### src/hw/crvs_defs.vh
/*
  constants for the reset and start-up sequencer: vector addresses,
  stack page base and sequence cycle codes.
  assumes inclusion by bare name from the design files.
*/
`ifndef CRVS_DEFS_VH
`define CRVS_DEFS_VH
`define CRVS_NMI_VEC_LO    16'hfffa
`define CRVS_NMI_VEC_HI    16'hfffb
`define CRVS_RST_VEC_LO    16'hfffc
`define CRVS_RST_VEC_HI    16'hfffd
`define CRVS_IRQ_VEC_LO    16'hfffe
`define CRVS_IRQ_VEC_HI    16'hffff
`define CRVS_STACK_PAGE    8'h01
`define CRVS_ADDR_RESET    16'h0000
`define CRVS_SP_RESET      8'h00
`define CRVS_PC_RESET      16'h0000
`define CRVS_CYC_W         3
`define CRVS_CYC_HOLD      3'h0
`define CRVS_CYC_DUMMY1    3'h1
`define CRVS_CYC_STACK0    3'h2
`define CRVS_CYC_STACK1    3'h3
`define CRVS_CYC_STACK2    3'h4
`define CRVS_CYC_VEC_LO    3'h5
`define CRVS_CYC_VEC_HI    3'h6
`define CRVS_CYC_RUN       3'h7
`endif

### src/hw/crvs_addr_mux.v
/*
  address selector: forms the bus address for each start cycle.
  assumes the cycle code and register values come from the sequencer.
*/
`include "crvs_defs.vh"
module crvs_addr_mux (
  input  wire [2:0]  cycle_in,
  input  wire [15:0] last_addr_in,
  input  wire [7:0]  stack_pointer_in,
  input  wire [15:0] program_counter_in,
  output reg  [15:0] addr_out
);
  // stack cycles always live in page one
  always @* begin
    case (cycle_in)
      `CRVS_CYC_HOLD:   addr_out = last_addr_in;
      `CRVS_CYC_DUMMY1: addr_out = last_addr_in + 16'h0001;
      `CRVS_CYC_STACK0: addr_out = {`CRVS_STACK_PAGE, stack_pointer_in};
      `CRVS_CYC_STACK1: addr_out = {`CRVS_STACK_PAGE, stack_pointer_in - 8'h01};
      `CRVS_CYC_STACK2: addr_out = {`CRVS_STACK_PAGE, stack_pointer_in - 8'h02};
      `CRVS_CYC_VEC_LO: addr_out = `CRVS_RST_VEC_LO;
      `CRVS_CYC_VEC_HI: addr_out = `CRVS_RST_VEC_HI;
      default:          addr_out = program_counter_in;
    endcase
  end
endmodule

### src/hw/crvs_sequencer.v
/*
  reset and start-up sequencer of an 8-bit processor core.
  holds the bus in read during reset, runs the seven-cycle start
  sequence, loads the program counter from the reset vector and then
  hands the bus to normal execution. assumes memory answers reads in
  the same cycle and an external source drives the common reset line.
*/
// Notes on behaviour
// - top six bytes hold nmi, reset, irq vectors in ascending order.
// - each vector is a low then high program counter byte loaded by hardware.
// - while reset is low, stay stopped and issue only reads.
// - read/write stays read until both reset vector bytes are addressed.
// - sequence works from any register contents; nothing else needs defining.
// - start one cycle after release; dummy address then address plus one.
// - cycles three to five address page one plus sp, sp-1, sp-2.
// - no writes during the three stack cycles.
// - cycle six reads vector low byte, cycle seven reads high byte.
// - seven cycles, then first opcode fetched from the vector address.
// - interrupt disable flag is set during the start sequence.
// - only interrupt disable and program counter are initialised.
// - interrupt disable never blocks the non-maskable request.
// - reset source holds line low at power-up; start on rising edge.
// - stack addresses are page one base plus the stack pointer.
`include "crvs_defs.vh"
module crvs_sequencer (
  input  wire        core_clk_in,
  input  wire        rstn_in,
  input  wire [7:0]  data_in,
  input  wire        core_write_in,
  input  wire [15:0] core_addr_in,
  input  wire        irq_request_in,
  input  wire        nmi_request_in,
  input  wire        irq_disable_clear_in,
  input  wire [7:0]  stack_pointer_in,
  output reg  [15:0] addr_out,
  output wire        read_not_write_out,
  output reg  [15:0] program_counter_out,
  output reg         irq_disable_out,
  output reg         start_done_out,
  output reg         first_fetch_out,
  output wire        irq_accept_out,
  output reg         nmi_pending_out,
  output wire        reset_hold_out
);
  reg  [2:0]  cycle;
  reg  [2:0]  next_cycle;
  reg         rst_sync;
  reg         rst_seen;
  reg  [15:0] last_addr;
  reg  [7:0]  vec_low;
  reg  [15:0] next_program_counter;
  reg         nmi_prev;
  wire [15:0] seq_addr;

  // reset line sampled on the core clock, so release acts on a clean edge
  always @(posedge core_clk_in or negedge rstn_in) begin
    if (!rstn_in) begin
      rst_sync <= 1'b0;
      rst_seen <= 1'b0;
    end else begin
      rst_sync <= 1'b1;
      rst_seen <= rst_sync;
    end
  end

  assign reset_hold_out = ~rst_seen;

  // cycle counter: hold, then one step per clock until run
  always @* begin
    next_cycle = cycle;
    if (!rst_seen) begin
      next_cycle = `CRVS_CYC_HOLD;
    end else if (cycle != `CRVS_CYC_RUN) begin
      next_cycle = cycle + 3'h1;
    end
  end

  // hold state counts as start cycle one: first address after release
  always @(posedge core_clk_in or negedge rstn_in) begin
    if (!rstn_in) begin
      cycle <= `CRVS_CYC_HOLD;
    end else begin
      cycle <= next_cycle;
    end
  end

  crvs_addr_mux u_addr_mux (
    .cycle_in           (cycle),
    .last_addr_in       (last_addr),
    .stack_pointer_in   (stack_pointer_in),
    .program_counter_in (next_program_counter),
    .addr_out           (seq_addr)
  );

  // bus address register; after start the core owns the address
  always @(posedge core_clk_in or negedge rstn_in) begin
    if (!rstn_in) begin
      addr_out  <= `CRVS_ADDR_RESET;
      last_addr <= `CRVS_ADDR_RESET;
    end else if (cycle == `CRVS_CYC_RUN && start_done_out) begin
      addr_out  <= core_addr_in;
      last_addr <= core_addr_in;
    end else begin
      addr_out  <= seq_addr;
      if (cycle == `CRVS_CYC_HOLD) begin
        last_addr <= last_addr; // dummy address is last_addr, which reset has cleared to CRVS_ADDR_RESET
      end else begin
        last_addr <= seq_addr;
      end
    end
  end

  // writes only ever pass once start is done; reset forces read at once
  assign read_not_write_out = ~(start_done_out & rst_seen & core_write_in);

  // vector bytes captured as they arrive, then form the program counter;
  // addr_out lags the cycle code by one edge, so the high byte is on the
  // bus during the first run cycle and the fetch address goes out next
  always @* begin
    next_program_counter = program_counter_out;
    if (cycle == `CRVS_CYC_RUN && !start_done_out) begin
      next_program_counter = {data_in, vec_low};
    end
  end

  always @(posedge core_clk_in or negedge rstn_in) begin
    if (!rstn_in) begin
      vec_low             <= 8'h00;
      program_counter_out <= `CRVS_PC_RESET;
    end else begin
      if (cycle == `CRVS_CYC_VEC_HI) begin
        vec_low <= data_in;
      end
      program_counter_out <= next_program_counter;
    end
  end

  // start done and the first fetch strobe on cycle eight
  always @(posedge core_clk_in or negedge rstn_in) begin
    if (!rstn_in) begin
      start_done_out  <= 1'b0;
      first_fetch_out <= 1'b0;
    end else begin
      start_done_out  <= (cycle == `CRVS_CYC_RUN) & rst_seen;
      first_fetch_out <= (cycle == `CRVS_CYC_RUN) && !start_done_out && rst_seen;
    end
  end

  // interrupt disable: set by the start sequence, cleared only by software
  always @(posedge core_clk_in or negedge rstn_in) begin
    if (!rstn_in) begin
      irq_disable_out <= 1'b1;
    end else if (!start_done_out) begin
      irq_disable_out <= 1'b1;
    end else if (irq_disable_clear_in) begin
      irq_disable_out <= 1'b0;
    end
  end

  assign irq_accept_out = irq_request_in & ~irq_disable_out & start_done_out;

  // nmi edges are latched regardless of the disable flag, served after start
  always @(posedge core_clk_in or negedge rstn_in) begin
    if (!rstn_in) begin
      nmi_prev        <= 1'b0;
      nmi_pending_out <= 1'b0;
    end else begin
      nmi_prev <= nmi_request_in;
      if (nmi_request_in & ~nmi_prev) begin
        nmi_pending_out <= 1'b1;
      end else if (start_done_out) begin
        nmi_pending_out <= 1'b0; // handed to the core once running
      end
    end
  end

  // nmi/reset/irq vectors fixed at the top six bytes, see header
  wire [15:0] vec_nmi_lo = `CRVS_NMI_VEC_LO;
endmodule

### config.mk
export PLATFORM = sky130hd
export DESIGN_NAME = crvs_sequencer
export DESIGN_NICKNAME = d
export VERILOG_FILES = /design/src/hw/crvs_addr_mux.v /design/src/hw/crvs_sequencer.v
export VERILOG_INCLUDE_DIRS = /design/src /design/src/hw
export SDC_FILE = /design/constraint.sdc
export NUM_CORES = 1
export LEC_CHECK = 0
export ABC_AREA = 1
export ABC_CLOCK_PERIOD_IN_PS = 2600
export BUFFER_PORTS_ARGS = -buffer_cell sky130_fd_sc_hd__buf_2
export CAP_MARGIN = 25
export CORE_ASPECT_RATIO = 1.75
export CORE_UTILIZATION = 33
export DETAILED_ROUTE_END_ITERATION = 10
export PLACE_DENSITY_LB_ADDON = 0.25
export SLEW_MARGIN = 30
export SYNTH_ARGS = -nofsm -noshare
export SYNTH_HDL_FRONTEND = slang
export SYNTH_SLANG_ARGS = --single-unit
### constraint.sdc
create_clock -name core_clk_in -period 2.6 [get_ports core_clk_in]
set_input_delay 0.52 -clock core_clk_in [delete_from_list [all_inputs] [get_ports core_clk_in]]
set_output_delay 0.52 -clock core_clk_in [all_outputs]
set_load 0.02 [all_outputs]
==> out/qor.log, run 1 <==
qor: cts.worst_setup_hold_path_clk_slew 60 ps
qor: cts.clock_insertion_delay_worst_skew 340 ps
qor: sta.maxSlewHeadroom 56.8%
qor: cts.clock_tree.root_cell clkbuf_16
qor: layout.antenna_cells_inserted 0
qor: sta.crit_share_post_route 85.2%
qor: cts.post_cts_resize_count 0
qor: cts.postCtsSetupRepairBufs 0
qor: cts.tritoncts_clock_tree yes
qor: sta.finalHoldViolations 0
qor: floorplanning.dieHeight 144 um
qor: flow_run.drv.max_cap_violation_count 0
qor: critical_path.setup.worst_path.class flop to flop
qor: yosys.synth_area_per_cell 7.43 sq um
qor: floorplanning.initial_utilization 34.2%
qor: place.portBuffers 76
qor: layout.area_growth_syn_to_layout 20.8%
qor: place.dp_hpwl 8.26 mm
qor: routing.drt-initial-drc-count 139
qor: sta.worst_slew_pin_slew 648 ps
qor: routing.remaining_drc_errors 0
qor: worst_hold_path.hold_path_class input pin to async pin
qor: sta.setup_viol 0
qor: yosys.netlist_top_cells_area dfrtp_1, nand2_1, inv_1
qor: routing.detail-route-antenna-nets 0
qor: sta.setup-tns-final 0 ps
qor: layout.finish.utilization 41.3%
qor: floorplanning.fp-row-count 51
qor: critical_path.worstPathRequired 2830 ps
qor: global_routing.grt_pass1_wl 17.3 mm
qor: global_routing.largest_net_degree_at_the_start_of_global_routing 42
qor: yosys.yosysWarningCount 0
qor: cts.numClockSinks 66
qor: floorplanning.core_area 0.0112 sq mm
qor: cts.clock_tree.buffer_depth 2
qor: sta.timing_max_transition_violations_final 0
qor: cts.cts_htree_levels 3
qor: yosys.total_standard_cell_area_after_synthesis 0.00382 sq mm
qor: yosys.yosysSeqAreaShare 43.3%
qor: global_routing.global_route_usage_sum 18.8%
qor: yosys.syn_inst 514
qor: critical_path.cp-start-kind flop
qor: critical_path.highest_fanout_seen_on_the_critical_path 17
qor: critical_path.worst-endpoint-arrival 2440 ps
qor: power_and_ir_drop.cellPowerDensity 904 mW/mm^2
qor: global_routing.first_global_vias 3541
qor: yosys.synth_top_area_share 42.6%
qor: yosys.synthDominantAreaCellType dfrtp_1
qor: floorplanning.die-width 83.3 um
qor: layout.fraction_of_layout_instances_using_a_drive_strength_above_1 22.7%
qor: routing.detail_route.wirelength 10.7 mm
qor: power_and_ir_drop.irDropWorstVdd 0.000418 V
qor: routing.drt-vias-per-instance 4.83
qor: sta.rsz0062_at_grt no
qor: critical_path.crit_path_end_kind flop
qor: sta.period_needed 2210 ps
qor: yosys.yosys.cell_types.count 36
qor: layout.layout.cells.most_common nand2_1
qor: floorplanning.floorplan.die_area 0.0120 sq mm
qor: sta.fmax 451 MHz
qor: power_and_ir_drop.total_leakage_power 2.59 nW
qor: yosys.syn-num-nets 562
qor: sta.finClkSkew 6.34 ps
qor: global_routing.globalRouteOverflowTotal 0
qor: routing.drt_pre_antenna_iters 4
qor: cts.holdBufCountCts 0
qor: run_status.status finished clean
qor: routing.via_count 3533
qor: layout.mostFrequentLayoutCells nand2_1, buf_2, inv_1, dfrtp_1, o21ai_0
qor: yosys.ys_ff_latch 66
qor: routing.wl_per_cell 14.7 um
qor: place.globalplace.congestion 0.860
qor: floorplanning.count_of_boundary_i_o_pins 77
qor: layout.design.final.nets 642
qor: cts.cts_inserted_buffers 9
qor: global_routing.grt_antenna_before_repair 0
[critical path, stage by stage (launching register included)]
cell     delay (ps)
dfrtp_1         470
inv_2           130
ha_1            280
inv_1           170
nand2_2         130
nor2_2          190
nand2_4         160
o21ai_0         230
inv_1            60
nand2_1          80
nand2_1          70
nand2_1          60
nand2_1          50
[cells in the mapped netlist (all sizes together)]
cell    number
a21oi       11
mux2         8
and2         1
inv         81
nor3b        1
o21ai       56
buf         11
a31oi        1
clkinv       1
nand3       34
o31ai        1
ha          10
or2          1
o22ai        3
nand3b       1
o21bai       4
nor3         2
o211ai       1
dfrtp       65
nand2      179
nor2        34
nand4        6
conb         1
dfstp        1
[per-layer routing]
metal	global-route usage (%)	up-vias	routed length (um)
met1	19.7	1630	4240
met2	35.2	93	5670
li1	-	1782	-
met3	3.20	28	362
met5	0	-	0
met4	10.8	0	466
[final cells by class]
| cell class | instances | area [sq um] |
|---|---|---|
| flip-flops and latches | 66 | 1650 |
| repair buffers | 80 | 423 |
| multi-input cells | 355 | 1780 |
| fillers | 1180 | 6550 |
| well taps | 132 | 165 |
| clock buffers | 11 | 233 |
| inverters | 82 | 309 |
| clock inverters | 5 | 55.1 |
[kinds of logic after synthesis]
kind of cell / share of synthesized area, %
buffers and inverters: 10.2
adder cells (fa/ha/maj): 3.28
multiplexers: 2.36
AND/OR/NAND/NOR: 29.5
other: 0.0982
AO/OA/AOI/OAI: 11.3
flip-flops: 43.3
[metrics by stage]
stage / std cells / total power [W] / hold slack (ps) / setup WS (ps) / instance area, sq um
floorplan: 514 / 0.00251 / 224 / 685 / 3820
global placement: 715 / 0.00298 / 332 / 461 / 4330
detailed placement: 715 / 0.00300 / 340 / 385 / 4330
CTS: 731 / 0.00420 / 228 / 374 / 4610
global route: 731 / 0.00447 / 259 / 150 / 4610
finish: 731 / 0.00417 / 210 / 385 / 4610
[power breakdown]
part           internal, W  switching, W  leakage [nW]
clock network     0.000739      0.000453         0.136
registers          0.00134      0.000242         0.826
logic             0.000482      0.000916          1.63
total              0.00256       0.00161          2.59
[final timing paths]
kind,from,end,slack (ps),cells after the start
min in group core_clk_in,nmi_request_in,nmi_prev,310,1
worst min register to register,rst_sync,rst_seen,350,0
worst max register to register,cycle[2],last_addr[15],390,12
max in group asynchronous,rstn_in,last_addr[2],1750,2
worst min-delay path,rstn_in,addr_out[0],210,1
worst max-delay path,cycle[2],last_addr[15],390,12
[state kept, by name, indices dropped and copies added (netlist names)]
register             count
nmi_pending_out          1
program_counter_out     16
nmi_prev                 1
cycle                    3
addr_out                16
rst_seen                 1
last_addr               16
start_done_out           1
rst_sync                 1
first_fetch_out          1
vec_low                  8
irq_disable_out          1
(Power assumes the default switching activity.)
==> run 2: changes to the inputs <==
Settings changed: ABC_CLOCK_PERIOD_IN_PS 2600 to 2700.
Clock period 2.6 ns to 2.7 ns, I/O delays scaled along.
==> run 2 against run 1 <==
Compared with the run above:
- clock skew increased by 2.6 ps
- utilization increased by 0.078 points
- critical path depth increased by 1
- count of clock-buffer cells in the layout unchanged
- combinational power decreased by 4%
- design area increased by 0.19%
- die area unchanged
- total power decreased by 2.9%
- non-clock buffer count unchanged
- highest routed layer unchanged
==> out/qor.log, run 2 (same netlist as run 1, synthesis figures left out) <==
qor: sta.period_needed 2240 ps
qor: global_routing.grt_pass1_wl 17.0 mm
qor: layout.area_growth_syn_to_layout 21.1%
qor: cts.clock_insertion_delay_worst_skew 330 ps
qor: routing.wl_per_cell 14.7 um
qor: layout.antenna_cells_inserted 0
qor: place.dp_hpwl 8.35 mm
qor: sta.worst_slew_pin_slew 661 ps
qor: cts.cts_htree_levels 3
qor: flow_run.drv.max_cap_violation_count 0
qor: critical_path.cp-start-kind flop
qor: cts.postCtsSetupRepairBufs 0
qor: place.globalplace.congestion 0.874
qor: cts.tritoncts_clock_tree yes
qor: sta.rsz0062_at_grt no
qor: routing.drt_pre_antenna_iters 4
qor: sta.maxSlewHeadroom 56.0%
qor: cts.clock_tree.buffer_depth 2
qor: place.portBuffers 76
qor: sta.timing_max_transition_violations_final 0
qor: routing.remaining_drc_errors 0
qor: floorplanning.dieHeight 144 um
qor: routing.drt-initial-drc-count 282
qor: power_and_ir_drop.cellPowerDensity 876 mW/mm^2
qor: floorplanning.fp-row-count 51
qor: floorplanning.die-width 83.3 um
qor: routing.drt-vias-per-instance 4.91
qor: cts.clock_tree.root_cell clkbuf_16
qor: critical_path.worstPathRequired 2920 ps
qor: global_routing.globalRouteOverflowTotal 0
qor: layout.final-seq-area 0.00165 sq mm
qor: global_routing.largest_net_degree_at_the_start_of_global_routing 42
qor: layout.combined_area_of_the_multi_input_logic_cells 0.00178 sq mm
qor: cts.cts_inserted_buffers 9
qor: layout.design.final.nets 642
qor: critical_path.reg2reg_from cycle[2]
qor: sta.setup-tns-final 0 ps
qor: critical_path.crit_path_end_kind flop
qor: sta.fmax 447 MHz
qor: critical_path.crit_start cycle[2]
qor: sta.worst_hold_slack 238 ps
qor: floorplanning.core_area 0.0112 sq mm
qor: layout.fraction_of_layout_instances_using_a_drive_strength_above_1 22.9%
qor: layout.filler_cell_count 1151
qor: critical_path.highest_fanout_seen_on_the_critical_path 17
qor: floorplanning.floorplan.die_area 0.0120 sq mm
qor: power_and_ir_drop.irDropWorstVdd 0.000450 V
qor: run_status.status finished clean
qor: sta.setup_viol 0
qor: cts.numClockSinks 66
qor: cts.worst_setup_hold_path_clk_slew 50 ps
qor: sta.finClkSkew 8.92 ps
qor: worst_hold_path.hold_path_class input pin to async pin
qor: sta.crit_share_post_route 82.9%
qor: layout.layout.cells.most_common nand2_1
qor: floorplanning.count_of_boundary_i_o_pins 77
qor: power_and_ir_drop.total_leakage_power 2.61 nW
qor: cts.holdBufCountCts 0
qor: layout.mostFrequentLayoutCells nand2_1, buf_2, inv_1, dfrtp_1, o21ai_0
qor: layout.biggest_regs addr_out x16, last_addr x16, program_counter_out x16
qor: routing.detail-route-antenna-nets 0
qor: routing.via_count 3588
qor: critical_path.setup.worst_path.class flop to flop
qor: floorplanning.initial_utilization 34.2%
qor: cts.post_cts_resize_count 0
qor: global_routing.first_global_vias 3486
qor: sta.finalHoldViolations 0
qor: global_routing.global_route_usage_sum 18.4%
qor: global_routing.grt_antenna_before_repair 0
qor: critical_path.worst-endpoint-arrival 2460 ps
qor: routing.detail_route.wirelength 10.8 mm
## run 2: path summary, 6_finish.rpt
kind | to | cells past startpoint | slack, ps
setup reg to reg | last_addr[2] | 13 | 460
hold reg to reg | rst_seen | 0 | 350
setup / recovery | last_addr[2] | 13 | 460
hold / removal | addr_out[0] | 1 | 240
max in group asynchronous | program_counter_out[3] | 2 | 1800
min in group core_clk_in | nmi_prev | 1 | 330
## run 2: critical path, stage by stage (launching register included)
cell	delay (ps)
dfrtp_1	450
inv_2	160
ha_1	270
inv_1	140
nand2_2	150
nor2_2	70
nand2_4	180
inv_2	90
nor2_1	170
nand4_1	120
nand2_1	110
nand2_1	70
nand2_1	80
nand2_1	60
## run 2: metal layers
layer / vias up / share of wire [%] / global-route usage [%]
met2: 101 / 54 / 34.7
met1: 1675 / 39 / 19.6
met4: 0 / 4.1 / 9.35
met3: 28 / 3.5 / 3.25
li1: 1784 / - / -
met5: - / 0 / 0
## run 2: metrics by stage
| stage | utilization (%) | cell area, sq um | worst slack [ps] | cells | total power, W |
|---|---|---|---|---|---|
| CTS | 41.4 | 4620 | 437 | 731 | 0.00408 |
| floorplan | - | 3820 | 785 | 514 | 0.00242 |
| global route | 41.4 | 4620 | 259 | 731 | 0.00432 |
| detailed placement | 38.7 | 4330 | 444 | 715 | 0.00289 |
| finish | 41.4 | 4620 | 461 | 731 | 0.00405 |
| global placement | 38.7 | 4330 | 528 | 715 | 0.00288 |
## run 2: cell type report
cell class / instances / share of cell area (%)
clock buffer: 11 / 5.25
multi-input combinational: 355 / 38.4
inverter: 82 / 6.69
tap: 132 / 3.57
timing repair buffer: 80 / 9.15
clock inverter: 5 / 1.16
sequential: 66 / 35.8
## run 2: where the power goes
part	internal, W	switching, W
combinational	0.000465	0.000886
sequential	0.00129	0.000235
clock	0.000737	0.000439
==> run 3: changes to the inputs <==
Settings changed: ABC_CLOCK_PERIOD_IN_PS 2700 to 2200.
Clock period 2.7 ns to 2.2 ns, I/O delays scaled along.
==> run 3 against run 2 <==
Compared with the run above:
- register-to-register slack got worse by 320 ps
- sequential share of layout area down 0.54 points
- non-clock buffer count increased by 8
- largest power group unchanged
- final cell count up 1.4%
- global-route usage is 0.17 points lower
- sequential power grew 23%
==> out/qor.log, run 3 (same netlist as run 1, synthesis figures left out) <==
qor: run_status.status finished clean
qor: power_and_ir_drop.power 0.00486 W
qor: routing.via_count 3590
qor: global_routing.grt_antenna_before_repair 0
qor: cts.clock_insertion_delay_worst_skew 330 ps
qor: floorplanning.fp-row-count 51
qor: layout.final-seq-area 0.00165 sq mm
qor: global_routing.grt_pass1_wl 16.8 mm
qor: floorplanning.count_of_boundary_i_o_pins 77
qor: critical_path.crit_path_end_kind flop
qor: cts.clock_tree.root_cell clkbuf_16
qor: sta.crit_share_post_route 93.4%
qor: routing.remaining_drc_errors 0
qor: floorplanning.die-width 83.3 um
qor: critical_path.setup.worst_path.class flop to flop
qor: worst_hold_path.hold_path_class input pin to async pin
qor: layout.filler_cell_count 1138
qor: cts.cts_htree_levels 3
qor: sta.timing_max_transition_violations_final 0
qor: cts.tritoncts_clock_tree yes
qor: layout.layout.cells.most_common nand2_1
qor: sta.setup-tns-final 0 ps
qor: layout.design.final.nets 652
qor: critical_path.worstPathRequired 2410 ps
qor: power_and_ir_drop.irDropWorstVdd 0.000503 V
qor: place.globalplace.congestion 0.882
qor: flow_run.drv.max_cap_violation_count 0
qor: global_routing.first_global_vias 3503
qor: sta.finalHoldViolations 0
qor: place.portBuffers 76
qor: critical_path.reg2reg_from cycle[0]
qor: layout.fraction_of_layout_instances_using_a_drive_strength_above_1 24.1%
qor: critical_path.highest_fanout_seen_on_the_critical_path 9
qor: sta.setup_viol 0
qor: cts.post_cts_resize_count 0
qor: layout.area_growth_syn_to_layout 22.9%
qor: cts.worst_setup_hold_path_clk_slew 50 ps
qor: floorplanning.initial_utilization 34.2%
qor: routing.drt-initial-drc-count 162
qor: sta.period_needed 2050 ps
qor: place.dp_hpwl 8.10 mm
qor: floorplanning.floorplan.die_area 0.0120 sq mm
qor: layout.mostFrequentLayoutCells nand2_1, buf_2, inv_1, dfrtp_1, o21ai_0
qor: power_and_ir_drop.total_leakage_power 2.65 nW
qor: cts.clock_tree.buffer_depth 2
qor: critical_path.cp-start-kind flop
qor: global_routing.globalRouteOverflowTotal 0
qor: global_routing.global_route_usage_sum 18.3%
qor: cts.cts_inserted_buffers 9
qor: routing.drt_pre_antenna_iters 4
qor: floorplanning.dieHeight 144 um
qor: floorplanning.core_area 0.0112 sq mm
qor: sta.fmax 487 MHz
qor: routing.drt-vias-per-instance 4.84
qor: power_and_ir_drop.cellPowerDensity 1040 mW/mm^2
qor: layout.biggest_regs addr_out x16, last_addr x16, program_counter_out x16
qor: routing.detail-route-antenna-nets 0
qor: sta.rsz0062_at_grt no
qor: cts.holdBufCountCts 0
qor: cts.numClockSinks 66
qor: global_routing.largest_net_degree_at_the_start_of_global_routing 67
qor: layout.antenna_cells_inserted 0
qor: routing.wl_per_cell 14.6 um
qor: layout.combined_area_of_the_multi_input_logic_cells 0.00180 sq mm
qor: critical_path.worst-endpoint-arrival 2270 ps
qor: critical_path.crit_start cycle[0]
qor: sta.finClkSkew 5.19 ps
qor: routing.detail_route.wirelength 10.8 mm
qor: cts.postCtsSetupRepairBufs 0
-- run 3: cell count changes in the layout (fill, tap and decap cells not counted), sizes merged --
cell	previous run	this run
o21bai	4	5
bufinv	1	0
clkinv	5	3
buf	80	88
clkinvlp	0	1
nand2	179	180
inv	81	82
clkbuf	11	12
-- run 3: final timing paths --
path	endpoint	slack, ps	cells after the start
worst max-delay path	last_addr[7]	150	12
worst max register to register	last_addr[7]	150	12
worst min-delay path	addr_out[7]	90	2
min in group core_clk_in	nmi_prev	240	1
max in group asynchronous	irq_disable_out	1720	2
worst min register to register	rst_seen	350	0
-- run 3: worst max-delay path: stages, from the launching register on --
cell and delay [ps]:
dfrtp_1 400, ha_1 230, ha_1 270, inv_2 130, nand2_2 80, nor2_4 180
nand2_4 120, o21ai_1 190, inv_1 90, nand2_1 90, nand2_2 60, nand2_1 50
nand2_1 50
-- run 3: metrics by stage --
step	instance area [sq um]	instances	worst slack, ps	hold WS (ps)	util (%)
final	4690	741	145	93.1	42.0
after global routing	4690	741	13.0	162	42.0
after CTS	4670	739	65.8	143	41.8
after detailed placement	4400	723	98.5	336	39.4
after global placement	4400	723	135	333	39.4
after floorplan	3820	514	285	144	-
-- run 3: report_power, final --
part / total (W) / leakage, nW / switching, W / internal, W
Sequential: 0.00187 / 0.826 / 0.000289 / 0.00158
Clock: 0.00131 / 0.133 / 0.000518 / 0.000793
Combinational: 0.00168 / 1.69 / 0.00109 / 0.000587
-- run 3: routing by layer --
metal	track usage, %	vias up	part of all wire [%]
li1	-	1800	-
met1	18.6	1660	37
met2	34.0	95	54
met3	3.37	35	4.2
met4	11.8	0	4.9
met5	0	-	0
-- run 3: layout make-up --
class	instances	share of cell area, %
Inverter	82	6.58
Clock buffer	12	5.25
Timing Repair Buffer	88	10.6
Clock inverter	4	0.560
Tap cell	132	3.52
Multi-Input combinational cell	357	38.3
Sequential cell	66	35.2
